==> src/pkg/tcr_params.svh <==
// constants for the calibration result and combined measurement block
`ifndef TCR_PARAMS_SVH
`define TCR_PARAMS_SVH
// ------------------------------------------------------------
// register map
// ------------------------------------------------------------
`define TCR_ADDR_CAL_FIRST 6'h1b
`define TCR_ADDR_CAL_SECOND 6'h1c
`define TCR_ADDR_W 6
`define TCR_WORD_W 24
`define TCR_VAL_W 23
`define TCR_PARITY_BIT 23
`define TCR_RESET_WORD 24'h000000
// ------------------------------------------------------------
// timing
// ------------------------------------------------------------
`define TCR_CLK_PS 8000
`define TCR_MIN_SINGLE_PS 12000
`define TCR_MIN_SINGLE_CYC ((`TCR_MIN_SINGLE_PS + `TCR_CLK_PS - 1) / `TCR_CLK_PS)
`define TCR_COMBINED_MIN_PS 250
`define TCR_AVG_MAX 128
`endif

==> src/pkg/tcr_pkg.sv <==
// types shared by the calibration result block
package tcr_pkg;
	typedef enum logic [1:0] {TCR_IDLE, TCR_REF, TCR_RUN} tcr_state_t;
	typedef logic [23:0] tcr_word_t;
endpackage

==> src/verilog/tcr_chan.sv <==
// one converter channel: counts reference-to-end interval in clock cycles
`include "tcr_params.svh"
`timescale 1ns/1ps
`default_nettype none
module tcr_chan
	import tcr_pkg::*;
#(
	parameter int CNT_W = 23
) (
	input wire logic clk_i,
	input wire logic rst_n_i,
	input wire logic en_i,
	input wire logic begin_i,
	input wire logic end_i,
	output logic done_o,
	output logic [CNT_W-1:0] count_o
);
	// refuse counter widths that the result word cannot carry
	if (CNT_W < 2 || CNT_W > 23) begin : g_bad_cnt_w
		$error("bad CNT_W");
	end
	// ------------------------------------------------------------
	// interval counter
	// ------------------------------------------------------------
	logic run_q; // measuring between begin and end
	logic [CNT_W-1:0] cnt_q; // running count
	wire [CNT_W-1:0] cnt_inc = cnt_q + {{(CNT_W-1){1'b0}}, 1'b1};
	// begin restarts, end latches the interval
	always_ff @(posedge clk_i or negedge rst_n_i) begin
		if (!rst_n_i) begin
			run_q <= 1'b0;
			cnt_q <= '0;
			done_o <= 1'b0;
			count_o <= '0;
		end else if (en_i) begin
			done_o <= 1'b0;
			if (begin_i) begin
				run_q <= 1'b1;
				cnt_q <= '0;
			end else if (run_q && end_i) begin
				run_q <= 1'b0;
				done_o <= 1'b1;
				count_o <= cnt_inc;
			end else if (run_q) begin
				cnt_q <= cnt_inc;
			end
		end
	end
endmodule
`default_nettype wire

==> src/verilog/tcr_top.sv <==
// calibration result registers and combined two-channel measurement
// ------------------------------------------------------------
// ------------------------------------------------------------
`include "tcr_params.svh"
`timescale 1ns/1ps
`default_nettype none
module tcr_top
	import tcr_pkg::*;
#(
	parameter int AVG_LOG2 = 7 // log2 of max averaging samples
) (
	input wire logic clk_i,
	input wire logic rst_n_i,
	input wire logic ce_i,
	input wire logic channel_one_begin_input_i,
	input wire logic channel_two_begin_input_i,
	input wire logic channel_one_end_input_i,
	input wire logic channel_two_end_input_i,
	input wire logic [2:0] avg_sel_i, // samples = 2**avg_sel_i, capped at 2**AVG_LOG2
	input wire logic channel_chip_select_n_i, // active low select
	input wire logic rd_i,
	input wire logic wr_i,
	input wire logic [5:0] addr_i,
	input wire logic [23:0] wdata_i,
	output logic [23:0] rdata_o,
	output logic rvalid_o,
	output logic ref_late_o, // reference begin too close to flight begin
	output logic cal_update_o
);
	// refuse averaging depths the 8-bit sample counter cannot hold
	if (AVG_LOG2 < 1 || AVG_LOG2 > 7) begin : g_bad_avg
		$error("AVG_LOG2 out of range");
	end
	// ------------------------------------------------------------
	// channels sharing one reference begin
	// ------------------------------------------------------------
	logic d1, d2;
	logic [22:0] c1, c2;
	// begins are tied together outside; either edge restarts both
	wire ref_begin = channel_one_begin_input_i | channel_two_begin_input_i;
	tcr_chan #(.CNT_W(23)) u_ch1 (
		.clk_i(clk_i), .rst_n_i(rst_n_i), .en_i(ce_i),
		.begin_i(ref_begin), .end_i(channel_one_end_input_i),
		.done_o(d1), .count_o(c1));
	tcr_chan #(.CNT_W(23)) u_ch2 (
		.clk_i(clk_i), .rst_n_i(rst_n_i), .en_i(ce_i),
		.begin_i(ref_begin), .end_i(channel_two_end_input_i),
		.done_o(d2), .count_o(c2));
	// ------------------------------------------------------------
	// reference lead check
	// ------------------------------------------------------------
	// counts cycles since reference; flight begin sooner than the lead is flagged
	logic [7:0] lead_q;
	wire [7:0] lead_min = 8'(`TCR_MIN_SINGLE_CYC);
	// lead_q reads k-1 at the k-th edge after the reference; a same-edge begin is no lead
	wire lead_short = channel_one_end_input_i && (ref_begin || (lead_q < lead_min - 8'h01));
	always_ff @(posedge clk_i or negedge rst_n_i) begin
		if (!rst_n_i) begin
			lead_q <= 8'hff;
			ref_late_o <= 1'b0;
		end else if (ce_i) begin
			if (ref_begin) lead_q <= 8'h00;
			else if (lead_q != 8'hff) lead_q <= lead_q + 8'h01;
			ref_late_o <= lead_short;
		end
	end
	// ------------------------------------------------------------
	// averaging accumulators
	// ------------------------------------------------------------
	// both intervals accumulate; the host does the subtraction
	logic got1_q, got2_q;
	logic [29:0] acc1_q, acc2_q;
	logic [7:0] smp_q;
	wire [2:0] sel = (avg_sel_i > 3'(AVG_LOG2)) ? 3'(AVG_LOG2) : avg_sel_i;
	wire [7:0] target = 8'h01 << sel;
	wire pair = (got1_q | d1) & (got2_q | d2);
	wire last = pair && (smp_q + 8'h01 >= target);
	wire [29:0] sum1 = acc1_q + 30'(c1);
	wire [29:0] sum2 = acc2_q + 30'(c2);
	wire [22:0] avg1 = 23'(sum1 >> sel);
	wire [22:0] avg2 = 23'(sum2 >> sel);
	// parity over the 23-bit value, even overall
	wire [23:0] word1 = {^avg1, avg1};
	wire [23:0] word2 = {^avg2, avg2};
	tcr_word_t cal1_q, cal2_q;
	// finished averages land in the calibration words
	always_ff @(posedge clk_i or negedge rst_n_i) begin
		if (!rst_n_i) begin
			got1_q <= 1'b0;
			got2_q <= 1'b0;
			acc1_q <= '0;
			acc2_q <= '0;
			smp_q <= 8'h00;
			cal1_q <= `TCR_RESET_WORD;
			cal2_q <= `TCR_RESET_WORD;
			cal_update_o <= 1'b0;
		end else if (ce_i) begin
			cal_update_o <= last;
			if (pair) begin
				got1_q <= 1'b0;
				got2_q <= 1'b0;
				acc1_q <= last ? '0 : acc1_q + 30'(c1);
				acc2_q <= last ? '0 : acc2_q + 30'(c2);
				smp_q <= last ? 8'h00 : smp_q + 8'h01;
				if (last) begin
					cal1_q <= word1;
					cal2_q <= word2;
				end
			end else begin
				got1_q <= got1_q | d1;
				got2_q <= got2_q | d2;
			end
		end
	end
	// ------------------------------------------------------------
	// register read port
	// ------------------------------------------------------------
	// write strobe is accepted and dropped; reads have no side effect
	wire sel_ok = !channel_chip_select_n_i && rd_i;
	wire [23:0] rd_mux = (addr_i == `TCR_ADDR_CAL_FIRST) ? cal1_q :
		(addr_i == `TCR_ADDR_CAL_SECOND) ? cal2_q : 24'h000000;
	always_ff @(posedge clk_i or negedge rst_n_i) begin
		if (!rst_n_i) begin
			rdata_o <= 24'h000000;
			rvalid_o <= 1'b0;
		end else if (ce_i) begin
			rvalid_o <= sel_ok;
			if (sel_ok) rdata_o <= rd_mux;
		end
	end
	wire unused_ok = ^{wr_i, wdata_i};
	// ------------------------------------------------------------
	// checks
	// ------------------------------------------------------------
	property p_read_first;
		@(posedge clk_i) disable iff (!rst_n_i)
		(ce_i && sel_ok && addr_i == `TCR_ADDR_CAL_FIRST) |=> (rdata_o == $past(cal1_q));
	endproperty
	a_read_first: assert property (p_read_first) else $error("first cal read wrong");
	property p_read_second;
		@(posedge clk_i) disable iff (!rst_n_i)
		(ce_i && sel_ok && addr_i == `TCR_ADDR_CAL_SECOND) |=> (rdata_o == $past(cal2_q));
	endproperty
	a_read_second: assert property (p_read_second) else $error("second cal read wrong");
	property p_parity;
		@(posedge clk_i) disable iff (!rst_n_i)
		(^cal1_q == 1'b0) && (^cal2_q == 1'b0);
	endproperty
	a_parity: assert property (p_parity) else $error("parity bit wrong");
	property p_no_write;
		@(posedge clk_i) disable iff (!rst_n_i)
		(wr_i && !last) |=> $stable(cal1_q) && $stable(cal2_q);
	endproperty
	a_no_write: assert property (p_no_write) else $error("write changed cal");
	property p_update;
		@(posedge clk_i) disable iff (!rst_n_i)
		(ce_i && last) |=> cal_update_o && cal1_q == $past(word1);
	endproperty
	a_update: assert property (p_update) else $error("average not stored");
	property p_late;
		@(posedge clk_i) disable iff (!rst_n_i)
		(ce_i && ref_begin) ##1 (ce_i && channel_one_end_input_i) |=> ref_late_o;
	endproperty
	a_late: assert property (p_late) else $error("short lead not flagged");
	property p_rvalid;
		@(posedge clk_i) disable iff (!rst_n_i)
		ce_i |=> rvalid_o == $past(sel_ok);
	endproperty
	a_rvalid: assert property (p_rvalid) else $error("read valid wrong");
	property p_hold;
		@(posedge clk_i) disable iff (!rst_n_i)
		!ce_i |=> $stable(cal1_q) && $stable(rdata_o);
	endproperty
	a_hold: assert property (p_hold) else $error("state moved while frozen");
	// a reference two cycles ahead is lead enough, no flag
	property p_lead_ok;
		@(posedge clk_i) disable iff (!rst_n_i)
		(ce_i && ref_begin) ##1 (ce_i && !ref_begin) ##1
		(ce_i && !ref_begin && channel_one_end_input_i) |=> !ref_late_o;
	endproperty
	a_lead_ok: assert property (p_lead_ok) else $error("adequate lead flagged");
	// read data holds between read strobes
	property p_rd_hold;
		@(posedge clk_i) disable iff (!rst_n_i)
		(ce_i && !sel_ok) |=> $stable(rdata_o);
	endproperty
	a_rd_hold: assert property (p_rd_hold) else $error("read data moved");
	// addresses outside the two words read as zero
	property p_unmapped;
		@(posedge clk_i) disable iff (!rst_n_i)
		(ce_i && sel_ok && addr_i != `TCR_ADDR_CAL_FIRST && addr_i != `TCR_ADDR_CAL_SECOND)
		|=> rdata_o == 24'h000000;
	endproperty
	a_unmapped: assert property (p_unmapped) else $error("unmapped read not zero");
	// calibration words only move when an average completes
	property p_cal_still;
		@(posedge clk_i) disable iff (!rst_n_i)
		(ce_i && !last) |=> $stable(cal1_q) && $stable(cal2_q);
	endproperty
	a_cal_still: assert property (p_cal_still) else $error("cal moved early");
	// each non-final pair advances the sample count by one
	property p_smp_step;
		@(posedge clk_i) disable iff (!rst_n_i)
		(ce_i && pair && !last) |=> smp_q == $past(smp_q) + 8'h01;
	endproperty
	a_smp_step: assert property (p_smp_step) else $error("sample count wrong");
	// second word takes its own average
	property p_update_second;
		@(posedge clk_i) disable iff (!rst_n_i)
		(ce_i && last) |=> cal2_q == $past(word2);
	endproperty
	a_update_second: assert property (p_update_second) else $error("second avg lost");
	// a consumed pair leaves no stale channel flag behind
	property p_pair_clear;
		@(posedge clk_i) disable iff (!rst_n_i)
		(ce_i && pair) |=> !got1_q && !got2_q;
	endproperty
	a_pair_clear: assert property (p_pair_clear) else $error("pair flag stuck");
endmodule
`default_nettype wire

==> config.mk <==
export PLATFORM = sky130hd
export DESIGN_NAME = tcr_top
export DESIGN_NICKNAME = d
export VERILOG_FILES = /design/src/pkg/tcr_pkg.sv /design/src/verilog/tcr_chan.sv /design/src/verilog/tcr_top.sv
export VERILOG_INCLUDE_DIRS = /design/src /design/src/pkg
export SDC_FILE = /design/constraint.sdc
export NUM_CORES = 1
export LEC_CHECK = 0
export BUFFER_PORTS_ARGS = -buffer_cell sky130_fd_sc_hd__buf_4
export CAP_MARGIN = 5
export CORE_MARGIN = 2
export CORE_UTILIZATION = 43
export DETAILED_ROUTE_END_ITERATION = 6
export PLACE_DENSITY = 0.7
export SETUP_SLACK_MARGIN = 0.5
export SYNTH_ARGS = -nofsm -noshare
export SYNTH_HDL_FRONTEND = slang
export SYNTH_SLANG_ARGS = --single-unit
==> constraint.sdc <==
create_clock -name clk_i -period 4.2 [get_ports clk_i]
set_input_delay 0.42 -clock clk_i [delete_from_list [all_inputs] [get_ports clk_i]]
set_output_delay 0.42 -clock clk_i [all_outputs]
set_load 0.03 [all_outputs]
==> run_results.csv, run 1 <==
group,metric,value,unit
critical_path,critPathRequiredTime,4.69,ns
routing,wirelength,42.1,mm
pwr,leakage,8.51,nW
timing,timing.hold.ws,0.193,ns
global_route,antenna_found_initial,0,
critical_path,cp.arrival,4.67,ns
place,portBuffers,44,
routing,firstDrtPassIters,6,
finish,fillers,3432,
clock_tree,clock_sinks,249,
logic_synthesis,ys_types,87,
global_route,grt_max_degree,136,
place,dp.cells,2393,
die,die_area,39600,um^2
global_route,grt-ovfl-total,0,
clock_tree,clock_path_buffers,3,
die,die_w,199,um
logic_synthesis,synthArstFlopShare,100,%
run,drv_cap,0,
logic_synthesis,syn_area,16400,um^2
routing,drt_iter0_drc,1176,
pwr,total_power,0.00664,W
global_route,grt_pass1_wl,69.2,mm
die,rows,71,
critical_path,crit_top_cell,"xnor3_1",
logic_synthesis,syn_nets,1973,
logic_synthesis,avgSynthCellArea,8.76,um^2
clock_tree,tritoncts,"done",
critical_path,cp_slowest_cell,"mux4_2",
critical_path,max_stage_delay,0.59,ns
routing,ant_nets,0,
critical_path,worstSetupEndpointType,"flop",
global_route,grt_usage,21.4,%
logic_synthesis,yosys_warnings,0,
clock_tree,htree_levels,1,
clock_tree,root_buffer,"clkbuf_16",
critical_path,crit_fanout,8,
routing,route.vias.total,14100,
timing,fin_crit_sh,99.6,%
finish,syn2layout_area_growth,17.9,%
place,place.gp.congestion,0.896,
die,die_h,199,um
critical_path,path_cells,"ha_1 > a21o_1 > a31o_2 > a221o_1 > nor3b_2 > mux2i_1 > mux4_2 > xor2_2 > xnor2_1 > xnor3_1 > xnor3_1 > o21ai_1",
logic_synthesis,ys_seq_area_share,38.1,%
routing,wire_per_inst,17.1,um
die,coreArea,37600,um^2
pwr,power_density,344,nW/um^2
finish,postLayoutCoreUtil,51.3,%
routing,via_per_inst,5.69,
timing,fmax,239,MHz
routing,drc,0,
finish,antennaDiodeCount,0,
hold_path,hold_class,"primary input to flop",
place,place_hpwl,30.3,mm
timing,finalSetupViolations,0,
critical_path,path_class,"flop to flop",
timing,slew_headroom,27.0,%
critical_path,cp-start-kind,"flop",
clock_tree,clk_pin_slew,0.06,ns
die,top_level_ports,70,
finish,fin_nets,2039,
pwr,worst_ir_drop_vdd,0.000240,V
global_route,grt_pass1_vias,13400,
clock_tree,clk-insertion-delay-late,0.58,ns
clock_tree,numCtsBuffers,30,
critical_path,cp_num_buf_inv,0,
timing,clock-skew-final,0.0286,ns
timing,grt_setup_unrepaired,"true",
logic_synthesis,synth_top_flop_cell,"dfrtp_1",
finish,fin_cells,2470,
logic_synthesis,synth_seq_cells,249,
timing,finalHoldViolCount,0,
logic_synthesis,syn_inst,1869,
run_status,outcome,"finished clean",
finish,drive_gt1_share,18.7,%
die,initial_core_util,43.6,%
logic_synthesis,synth_edf_count,0,
timing,setup_tns,0,ns
timing,worst_slew_pin_slew,1.09,ns
timing,drv_slew,0,
critical_path,crit_family,"XOR/XNOR gates",
timing,min_period,4.18,ns
==> layout by cell type, fill, tap and decap left out, types with 29 or more instances in the layout <==
master / count
nand2_1: 333
o21ai_0: 269
dfrtp_1: 241
buf_4: 139
nor2_1: 114
xnor2_1: 79
a21oi_1: 67
ha_1: 53
and3_1: 40
mux2i_1: 36
xor2_1: 33
o31ai_1: 31
clkbuf_16: 30
inv_1: 29
==> worst paths after layout <==
kind | from | endpoint | slack [ns] | depth (start not counted)
setup / recovery | u_ch1.count_o[6]$_DFFE_PN0P_ | cal1_q[23]$_DFFE_PN0P_ | 0.02 | 12
hold / removal | channel_one_end_input_i | ref_late_o$_DFFE_PN0P_ | 0.19 | 3
setup reg to reg | u_ch1.count_o[6]$_DFFE_PN0P_ | cal1_q[23]$_DFFE_PN0P_ | 0.02 | 12
hold reg to reg | rdata_o[1]$_DFFE_PN0P_ | rdata_o[1]$_DFFE_PN0P_ | 0.48 | 2
max in group asynchronous | rst_n_i | u_ch1.cnt_q[2]$_DFFE_PN0P_ | 2.52 | 3
min in group asynchronous | rst_n_i | rdata_o[4]$_DFFE_PN0P_ | 0.51 | 2
==> final cells by class <==
type                       count  area, um^2  share of cell area, %
clock buffer                  37         837                   4.34
clock inverter                19         265                   1.38
inverter                      33         124                  0.642
multi-input combinational   1477       10100                   52.2
sequential                   249        6240                   32.4
tap                          511         639                   3.31
timing repair buffer         144        1120                   5.81
==> routing by layer <==
| metal | vias to the layer above | GRT usage (%) | part of all wire [%] |
|---|---|---|---|
| met3 | 81 | 2.77 | 5.9 |
| met1 | 6740 | 30.0 | 46 |
| met4 | 0 | 7.27 | 3.1 |
| li1 | 6823 | - | - |
| met2 | 420 | 34.2 | 45 |
| met5 | - | 0 | 0 |
==> kinds of logic after synthesis <==
kind of cell               synth area share, %
buffers and inverters                     3.36
adders and majority gates                 4.76
muxes                                     7.00
and+or+nand+nor                           16.6
AOI/OAI and AO/OA                         21.6
xor gates and xnor gates                  8.52
DFF                                       38.1
==> worst min-delay path, stage by stage <==
cell and delay [ns]:
buf_4 0.13, nand2_1 0.10, o22ai_1 0.07
==> registers in the layout, summed over array words and instances, names as in the netlist, 8 cells and up <==
name / count
u_ch2.cnt_q: 23
cal2_q: 24
lead_q: 8
u_ch2.count_o: 23
smp_q: 8
u_ch1.count_o: 23
acc1_q: 30
acc2_q: 30
cal1_q: 24
u_ch1.cnt_q: 23
rdata_o: 24
==> per-stage QoR <==
| step | cell area (um^2) | setup slack, ns |
|---|---|---|
| 3_5_place_dp | 17600 | -0.0692 |
| 2_1_floorplan | 16500 | 0.411 |
| 6_report | 19300 | 0.0179 |
| 4_1_cts | 19000 | 0.0569 |
| 5_1_grt | 19300 | -0.176 |
| 3_3_place_gp | 17600 | 0.0569 |
==> synth_stat cells, drive strengths merged, types with 7 or more instances <==
master / count / area (um^2)
nand2: 334 / 1250
o21ai: 284 / 1430
dfrtp: 241 / 6030
nor2: 117 / 439
clkbuf: 91 / 342
xnor2: 89 / 787
a21oi: 73 / 369
ha: 59 / 738
xor2: 47 / 427
and3: 46 / 288
mux2i: 41 / 410
o31ai: 35 / 290
inv: 32 / 120
mux2: 31 / 353
a22oi: 26 / 195
nand3: 26 / 130
a21o: 23 / 173
nor3: 21 / 116
buf: 19 / 85.1
nand4: 18 / 119
mux4: 17 / 383
o21a: 17 / 128
and2: 15 / 93.8
a211oi: 11 / 92.6
a31oi: 10 / 68.8
o22ai: 9 / 56.3
dfstp: 8 / 210
o221ai: 8 / 70.1
or3: 8 / 50.1
xnor3: 8 / 180
o211ai: 7 / 52.6
==> what timing repair did <==
action | CTS | global route
endpoints found under the setup margin | 5 | 12
pin swaps | 13 | 19
buffers inserted | 13 | 7
hold endpoints to repair | 7 | 0
hold buffers | 1 | 0
cloned | 0 | 0
gates resized for setup | 27 | 49
==> where the power goes <==
group          switching (W)  internal (W)  leakage, nW
Clock                0.00111       0.00173        0.539
Sequential          0.000130       0.00257         3.41
Combinational       0.000682      0.000423         4.56
Power figures use the tool's default switching activity.
==> run 2: changes to the inputs <==
--- a/config.mk
+++ b/config.mk
@@ -12,6 +12,7 @@
 export CORE_UTILIZATION = 43
 export DETAILED_ROUTE_END_ITERATION = 6
 export PLACE_DENSITY = 0.7
+export RECOVER_POWER = 50
 export SETUP_SLACK_MARGIN = 0.5
 export SYNTH_ARGS = -nofsm -noshare
 export SYNTH_HDL_FRONTEND = slang
==> run_results.csv, run 2 (synthesis results as in run 1) <==
group,metric,value,unit
die,die_w,199,um
timing,fin_crit_sh,99.9,%
finish,drive_gt1_share,17.2,%
global_route,antenna_found_initial,0,
pwr,total_power,0.00663,W
finish,final_common_cell,"nand2_1",
global_route,grt_pass1_vias,13400,
clock_tree,tritoncts,"done",
run_status,violations,"capacitance limit, slew limit",
run,drv_cap,4,
clock_tree,clk-insertion-delay-late,0.58,ns
critical_path,r2r_cells,12,
clock_tree,clk_pin_slew,0.06,ns
critical_path,path_class,"flop to flop",
timing,timing.hold.ws,0.196,ns
die,rows,71,
finish,fin_area,19200,um^2
hold_path,hold_class,"primary input to flop",
timing,slew_headroom,-133,%
die,die_area,39600,um^2
finish,mostFrequentLayoutCells,"nand2_1, o21ai_0, dfrtp_1",
critical_path,cp-start-kind,"flop",
critical_path,cp.arrival,4.68,ns
clock_tree,clock_sinks,249,
routing,wire_per_inst,17.0,um
clock_tree,clock_path_buffers,3,
hold_path,holdPathStages,3,
place,place.gp.congestion,0.896,
finish,fillers,3478,
run_status,outcome,"finished, violations left",
timing,drv_slew,278,
global_route,grt_pass1_wl,69.2,mm
finish,largestRegisters,"acc1_q: 30 flops, acc2_q: 30 flops",
timing,grt_setup_unrepaired,"true",
routing,via_per_inst,5.69,
pwr,power_density,346,nW/um^2
critical_path,worstSetupEndpointType,"flop",
timing,finalHoldViolCount,0,
critical_path,critPathRequiredTime,4.69,ns
routing,drt_iter0_drc,1171,
timing,setup_tns,0,ns
die,initial_core_util,43.6,%
global_route,grt_usage,21.4,%
timing,fmax,238,MHz
timing,min_period,4.20,ns
clock_tree,numCtsBuffers,30,
clock_tree,htree_levels,1,
die,die_h,199,um
routing,route.vias.total,14100,
clock_tree,root_buffer,"clkbuf_16",
finish,syn2layout_area_growth,17.1,%
place,place_area,17600,um^2
timing,finalSetupViolations,0,
place,place_hpwl,30.3,mm
routing,firstDrtPassIters,6,
pwr,leakage,8.38,nW
global_route,grt-ovfl-total,0,
finish,antennaDiodeCount,0,
routing,drc,0,
critical_path,crit_fanout,8,
die,coreArea,37600,um^2
timing,clock-skew-final,0.0281,ns
routing,wirelength,42.1,mm
routing,ant_nets,0,
timing,worst_slew_pin_slew,3.50,ns
global_route,grt_max_degree,136,
place,portBuffers,44,
die,top_level_ports,70,
pwr,worst_ir_drop_vdd,0.000240,V
finish,fin_nets,2039,
## run 2: worst max-delay path, cell delays in order, from the launching register on
cell and delay (ns):
dfrtp_1 0.39, ha_1 0.42, a21o_1 0.26, a31o_2 0.27, a221o_1 0.35, nor3b_2 0.37
mux2i_1 0.19, mux4_2 0.58, xor2_2 0.23, xnor2_1 0.17, xnor3_1 0.40, xnor3_1 0.36
o21ai_1 0.13
## run 2: final cells by class
cell class / count / area [um^2] / area share (%)
Multi-Input combinational cell: 1477 / 10100 / 52.5
Sequential cell: 249 / 6240 / 32.6
Timing Repair Buffer: 144 / 1000 / 5.22
Clock buffer: 37 / 837 / 4.37
Tap cell: 511 / 639 / 3.34
Clock inverter: 19 / 265 / 1.38
Inverter: 33 / 124 / 0.646
## run 2: metal layers
| metal | global-route usage, % | wire length, um | vias up |
|---|---|---|---|
| met5 | 0 | 0 | - |
| met4 | 7.27 | 1320 | 0 |
| met3 | 2.77 | 2470 | 85 |
| met2 | 34.2 | 19000 | 429 |
| met1 | 30.0 | 19300 | 6721 |
| li1 | - | - | 6825 |
## run 2: path summary, 6_finish.rpt
check,slack [ns],from,to
max in group asynchronous,0.58,rst_n_i,acc1_q[28]$_DFFE_PN0P_
setup / recovery,0.004,u_ch1.count_o[6]$_DFFE_PN0P_,cal1_q[23]$_DFFE_PN0P_
min in group asynchronous,1.48,rst_n_i,rdata_o[3]$_DFFE_PN0P_
setup reg to reg,0.004,u_ch1.count_o[6]$_DFFE_PN0P_,cal1_q[23]$_DFFE_PN0P_
hold / removal,0.20,channel_one_end_input_i,ref_late_o$_DFFE_PN0P_
hold reg to reg,0.48,rdata_o[10]$_DFFE_PN0P_,rdata_o[10]$_DFFE_PN0P_
## run 2: timing repair
action                                  4_1_cts  5_1_grt
hold buffers                                  1        0
pin swaps                                    13       19
setup buffers                                13        7
endpoints found under the setup margin        5       12
resized for setup                            27       49
hold endpoints to repair                      7        0
## run 2: power by group
part           switching, W  leakage (nW)  internal [W]
sequential         0.000129          3.41       0.00257
clock               0.00110         0.539       0.00173
combinational      0.000683          4.43      0.000418
total               0.00191          8.38       0.00472
## run 2: stage by stage
| stage | setup slack [ns] | utilization [%] | std cells |
|---|---|---|---|
| global route | -0.176 | 51.0 | 2470 |
| finish | 0.00430 | 51.0 | 2470 |
| global placement | 0.0569 | 46.9 | 2393 |
| CTS | 0.0569 | 50.5 | 2463 |
| detailed placement | -0.0692 | 46.9 | 2393 |
| floorplan | 0.411 | - | 1869 |
==> run 3: changes to the inputs <==
--- a/config.mk
+++ b/config.mk
@@ -6,6 +6,7 @@
 export SDC_FILE = /design/constraint.sdc
 export NUM_CORES = 1
 export LEC_CHECK = 0
+export ABC_AREA = 1
 export BUFFER_PORTS_ARGS = -buffer_cell sky130_fd_sc_hd__buf_4
 export CAP_MARGIN = 5
 export CORE_MARGIN = 2
@@ -14,6 +15,8 @@
 export PLACE_DENSITY = 0.7
 export RECOVER_POWER = 50
 export SETUP_SLACK_MARGIN = 0.5
+export SLEW_MARGIN = 20
 export SYNTH_ARGS = -nofsm -noshare
 export SYNTH_HDL_FRONTEND = slang
 export SYNTH_SLANG_ARGS = --single-unit
+export TNS_END_PERCENT = 5
==> run_results.csv, run 3 <==
group,metric,value,unit
run_status,outcome,"finished, violations left",
run_status,violations,"capacitance limit, slew limit",
routing,via_per_inst,5.29,
critical_path,max_stage_delay,0.44,ns
logic_synthesis,ys_seq_area_share,33.5,%
finish,fillers,4376,
logic_synthesis,ys_types,49,
timing,grt_setup_unrepaired,"true",
die,top_level_ports,70,
clock_tree,clock_sinks,249,
die,coreArea,42900,um^2
clock_tree,numCtsBuffers,31,
routing,firstDrtPassIters,7,
global_route,grt_pass1_wl,88.9,mm
place,place.gp.congestion,0.930,
critical_path,worstSetupEndpointType,"flop",
global_route,antenna_found_initial,1,
finish,syn2layout_area_growth,10.5,%
pwr,power_density,473,nW/um^2
clock_tree,clk-insertion-delay-late,0.58,ns
critical_path,path_class,"flop to flop",
global_route,grt_pass1_vias,17500,
critical_path,cp-start-kind,"flop",
timing,fmax,297,MHz
timing,worst_slew_pin_slew,3.07,ns
critical_path,cp_slowest_cell,"ha_1",
routing,wire_per_inst,15.5,um
finish,antennaDiodeCount,0,
finish,fin_nets,2995,
pwr,worst_ir_drop_vdd,0.000264,V
critical_path,critPathRequiredTime,4.67,ns
logic_synthesis,synth.largest_area_cell,"dfrtp_1",
critical_path,crit_fanout,6,
logic_synthesis,syn_area,18600,um^2
global_route,grt_max_degree,114,
die,rows,76,
logic_synthesis,synth_seq_cells,249,
logic_synthesis,syn_nets,2979,
finish,drive_gt1_share,6.80,%
logic_synthesis,yosysTopAreaCellShare,32.4,%
timing,drv_slew,114,
logic_synthesis,syn_inst,2875,
global_route,grt-ovfl-total,0,
logic_synthesis,yosys-top-cells-area,"dfrtp_1, nand2_1, nand3_1, inv_1, o21ai_0",
die,initial_core_util,43.4,%
clock_tree,tritoncts,"done",
hold_path,hold_class,"primary input to flop",
pwr,leakage,10.7,nW
finish,final_common_cell,"nand2_1",
run,drv_cap,1,
routing,ant_nets,0,
routing,drc,0,
global_route,grt_usage,24.5,%
place,portBuffers,44,
clock_tree,htree_levels,1,
logic_synthesis,yosysMostFrequentCell,"nand2_1",
logic_synthesis,yosys_warnings,0,
timing,fin_crit_sh,80.2,%
die,die_area,45000,um^2
die,die_w,212,um
finish,fin_cells,3498,
critical_path,cp.arrival,3.84,ns
finish,mostFrequentLayoutCells,"nand2_1, nand3_1, inv_1",
place,dp.cells,3437,
critical_path,path_cells,"ha_1 > nand2_2 > nor2_2 > nand3_1 > nand3_1 > nand2_1 > nand2_1 > nand2_1 > nand2_1 > nand2_1 > nand3_2 > nand2_1 > nand2_1 > nand2_1 > nand2_1 > nand2_1 > inv_2 > nand2_1 > nand2_1 > nand2_1 > nand2_1 > nand3_1 > nand3_1 > nand2_1",
die,die_h,212,um
clock_tree,clock_path_buffers,3,
clock_tree,clk_pin_slew,0.06,ns
clock_tree,root_buffer,"clkbuf_16",
routing,wirelength,54.2,mm
timing,slew_headroom,-104,%
routing,drt_iter0_drc,1774,
timing,clock-skew-final,0.0133,ns
critical_path,crit_top_cell,"nand2_1",
timing,finalSetupViolations,0,
place,place_hpwl,41.5,mm
timing,min_period,3.37,ns
routing,route.vias.total,18500,
logic_synthesis,avgSynthCellArea,6.47,um^2
logic_synthesis,synthArstFlopShare,100,%
logic_synthesis,synth_common_cells,"nand2_1, nand3_1, inv_1",
timing,setup_tns,0,ns
pwr,total_power,0.00973,W
logic_synthesis,synth_top_flop_cell,"dfrtp_1",
logic_synthesis,synth_edf_count,0,
finish,largestRegisters,"acc1_q: 30 flops, acc2_q: 30 flops",
timing,finalHoldViolCount,0,
## run 3: path summary, 6_finish.rpt
check	from	slack [ns]	endpoint	cells after the start
worst max-delay path	u_ch1.count_o[9]$_DFFE_PN0P_	0.83	cal1_q[23]$_DFFE_PN0P_	24
worst min-delay path	channel_one_end_input_i	0.16	u_ch1.run_q$_DFFE_PN0P_	4
worst max register to register	u_ch1.count_o[9]$_DFFE_PN0P_	0.83	cal1_q[23]$_DFFE_PN0P_	24
worst min register to register	rdata_o[15]$_DFFE_PN0P_	0.48	rdata_o[15]$_DFFE_PN0P_	2
max in group asynchronous	rst_n_i	0.87	cal2_q[23]$_DFFE_PN0P_	3
min in group asynchronous	rst_n_i	1.35	acc1_q[21]$_DFFE_PN0P_	2
## run 3: logic make-up (layout without fill, tap and decap cells)
family / count (synthesis) / after routing / synth area share, %
DFF: 249 / 249 / 33.5
and+or+nand+nor: 1723 / 1723 / 40.1
adders and majority gates: 61 / 61 / 4.18
buffers and inverters: 471 / 509 / 9.65
AOI/OAI and AO/OA: 318 / 318 / 10.0
xor gates and xnor gates: 52 / 52 / 2.45
muxes: 1 / 1 / 0.0538
## run 3: timing repair
| action | CTS | global route |
|---|---|---|
| resized for setup | 0 | 8 |
| hold buffers | 1 | 0 |
| buffers inserted | 0 | 5 |
| hold endpoints to repair | 50 | 0 |
| setup endpoints to repair | 0 | 2 |
## run 3: routing by layer
layer  vias up  global-route usage [%]  routed length, um  share of wire, %
li1       9345                       -                  -                 -
met1      8502                    35.5              26100                48
met4         0                    6.46               1390               2.6
met3        83                    3.99               3810               7.0
met2       578                    37.8              22900                42
met5         -                       0                  0                 0
## run 3: report_power, final
group / total, W / leakage, nW / switching, W / internal (W)
Sequential: 0.00326 / 3.32 / 0.000349 / 0.00291
Combinational: 0.00367 / 6.86 / 0.00242 / 0.00126
Clock: 0.00280 / 0.526 / 0.00108 / 0.00171
Total: 0.00973 / 10.7 / 0.00385 / 0.00588
## run 3: area by class of cell
class                           instances  area [um^2]  area share (%)
Multi-Input combinational cell       2155        10600            51.7
Sequential cell                       249         6240            30.4
Inverter                              375         1410            6.85
Clock buffer                           42          887            4.32
Tap cell                              585          732            3.56
Timing Repair Buffer                   79          492            2.39
Clock inverter                         13          179           0.870
## run 3: through the flow
stage          setup WS (ns)  utilization [%]  cell area (um^2)  hold slack [ns]
2_1_floorplan          0.870                -             18600            0.124
3_3_place_gp           0.827             45.5             19500            0.462
3_5_place_dp           0.818             45.6             19500            0.470
4_1_cts                0.785             48.1             20600            0.125
5_1_grt                0.257             47.9             20600            0.220
6_report               0.830             47.9             20600            0.158
## run 3: critical path: cells and delay by family, from the launching register on
kind                     cells  cell delay (ns)
adder cells (fa/ha/maj)      1             0.44
buffers and inverters        1             0.07
flip-flops                   1             0.40
AND/OR/NAND/NOR             22             2.34
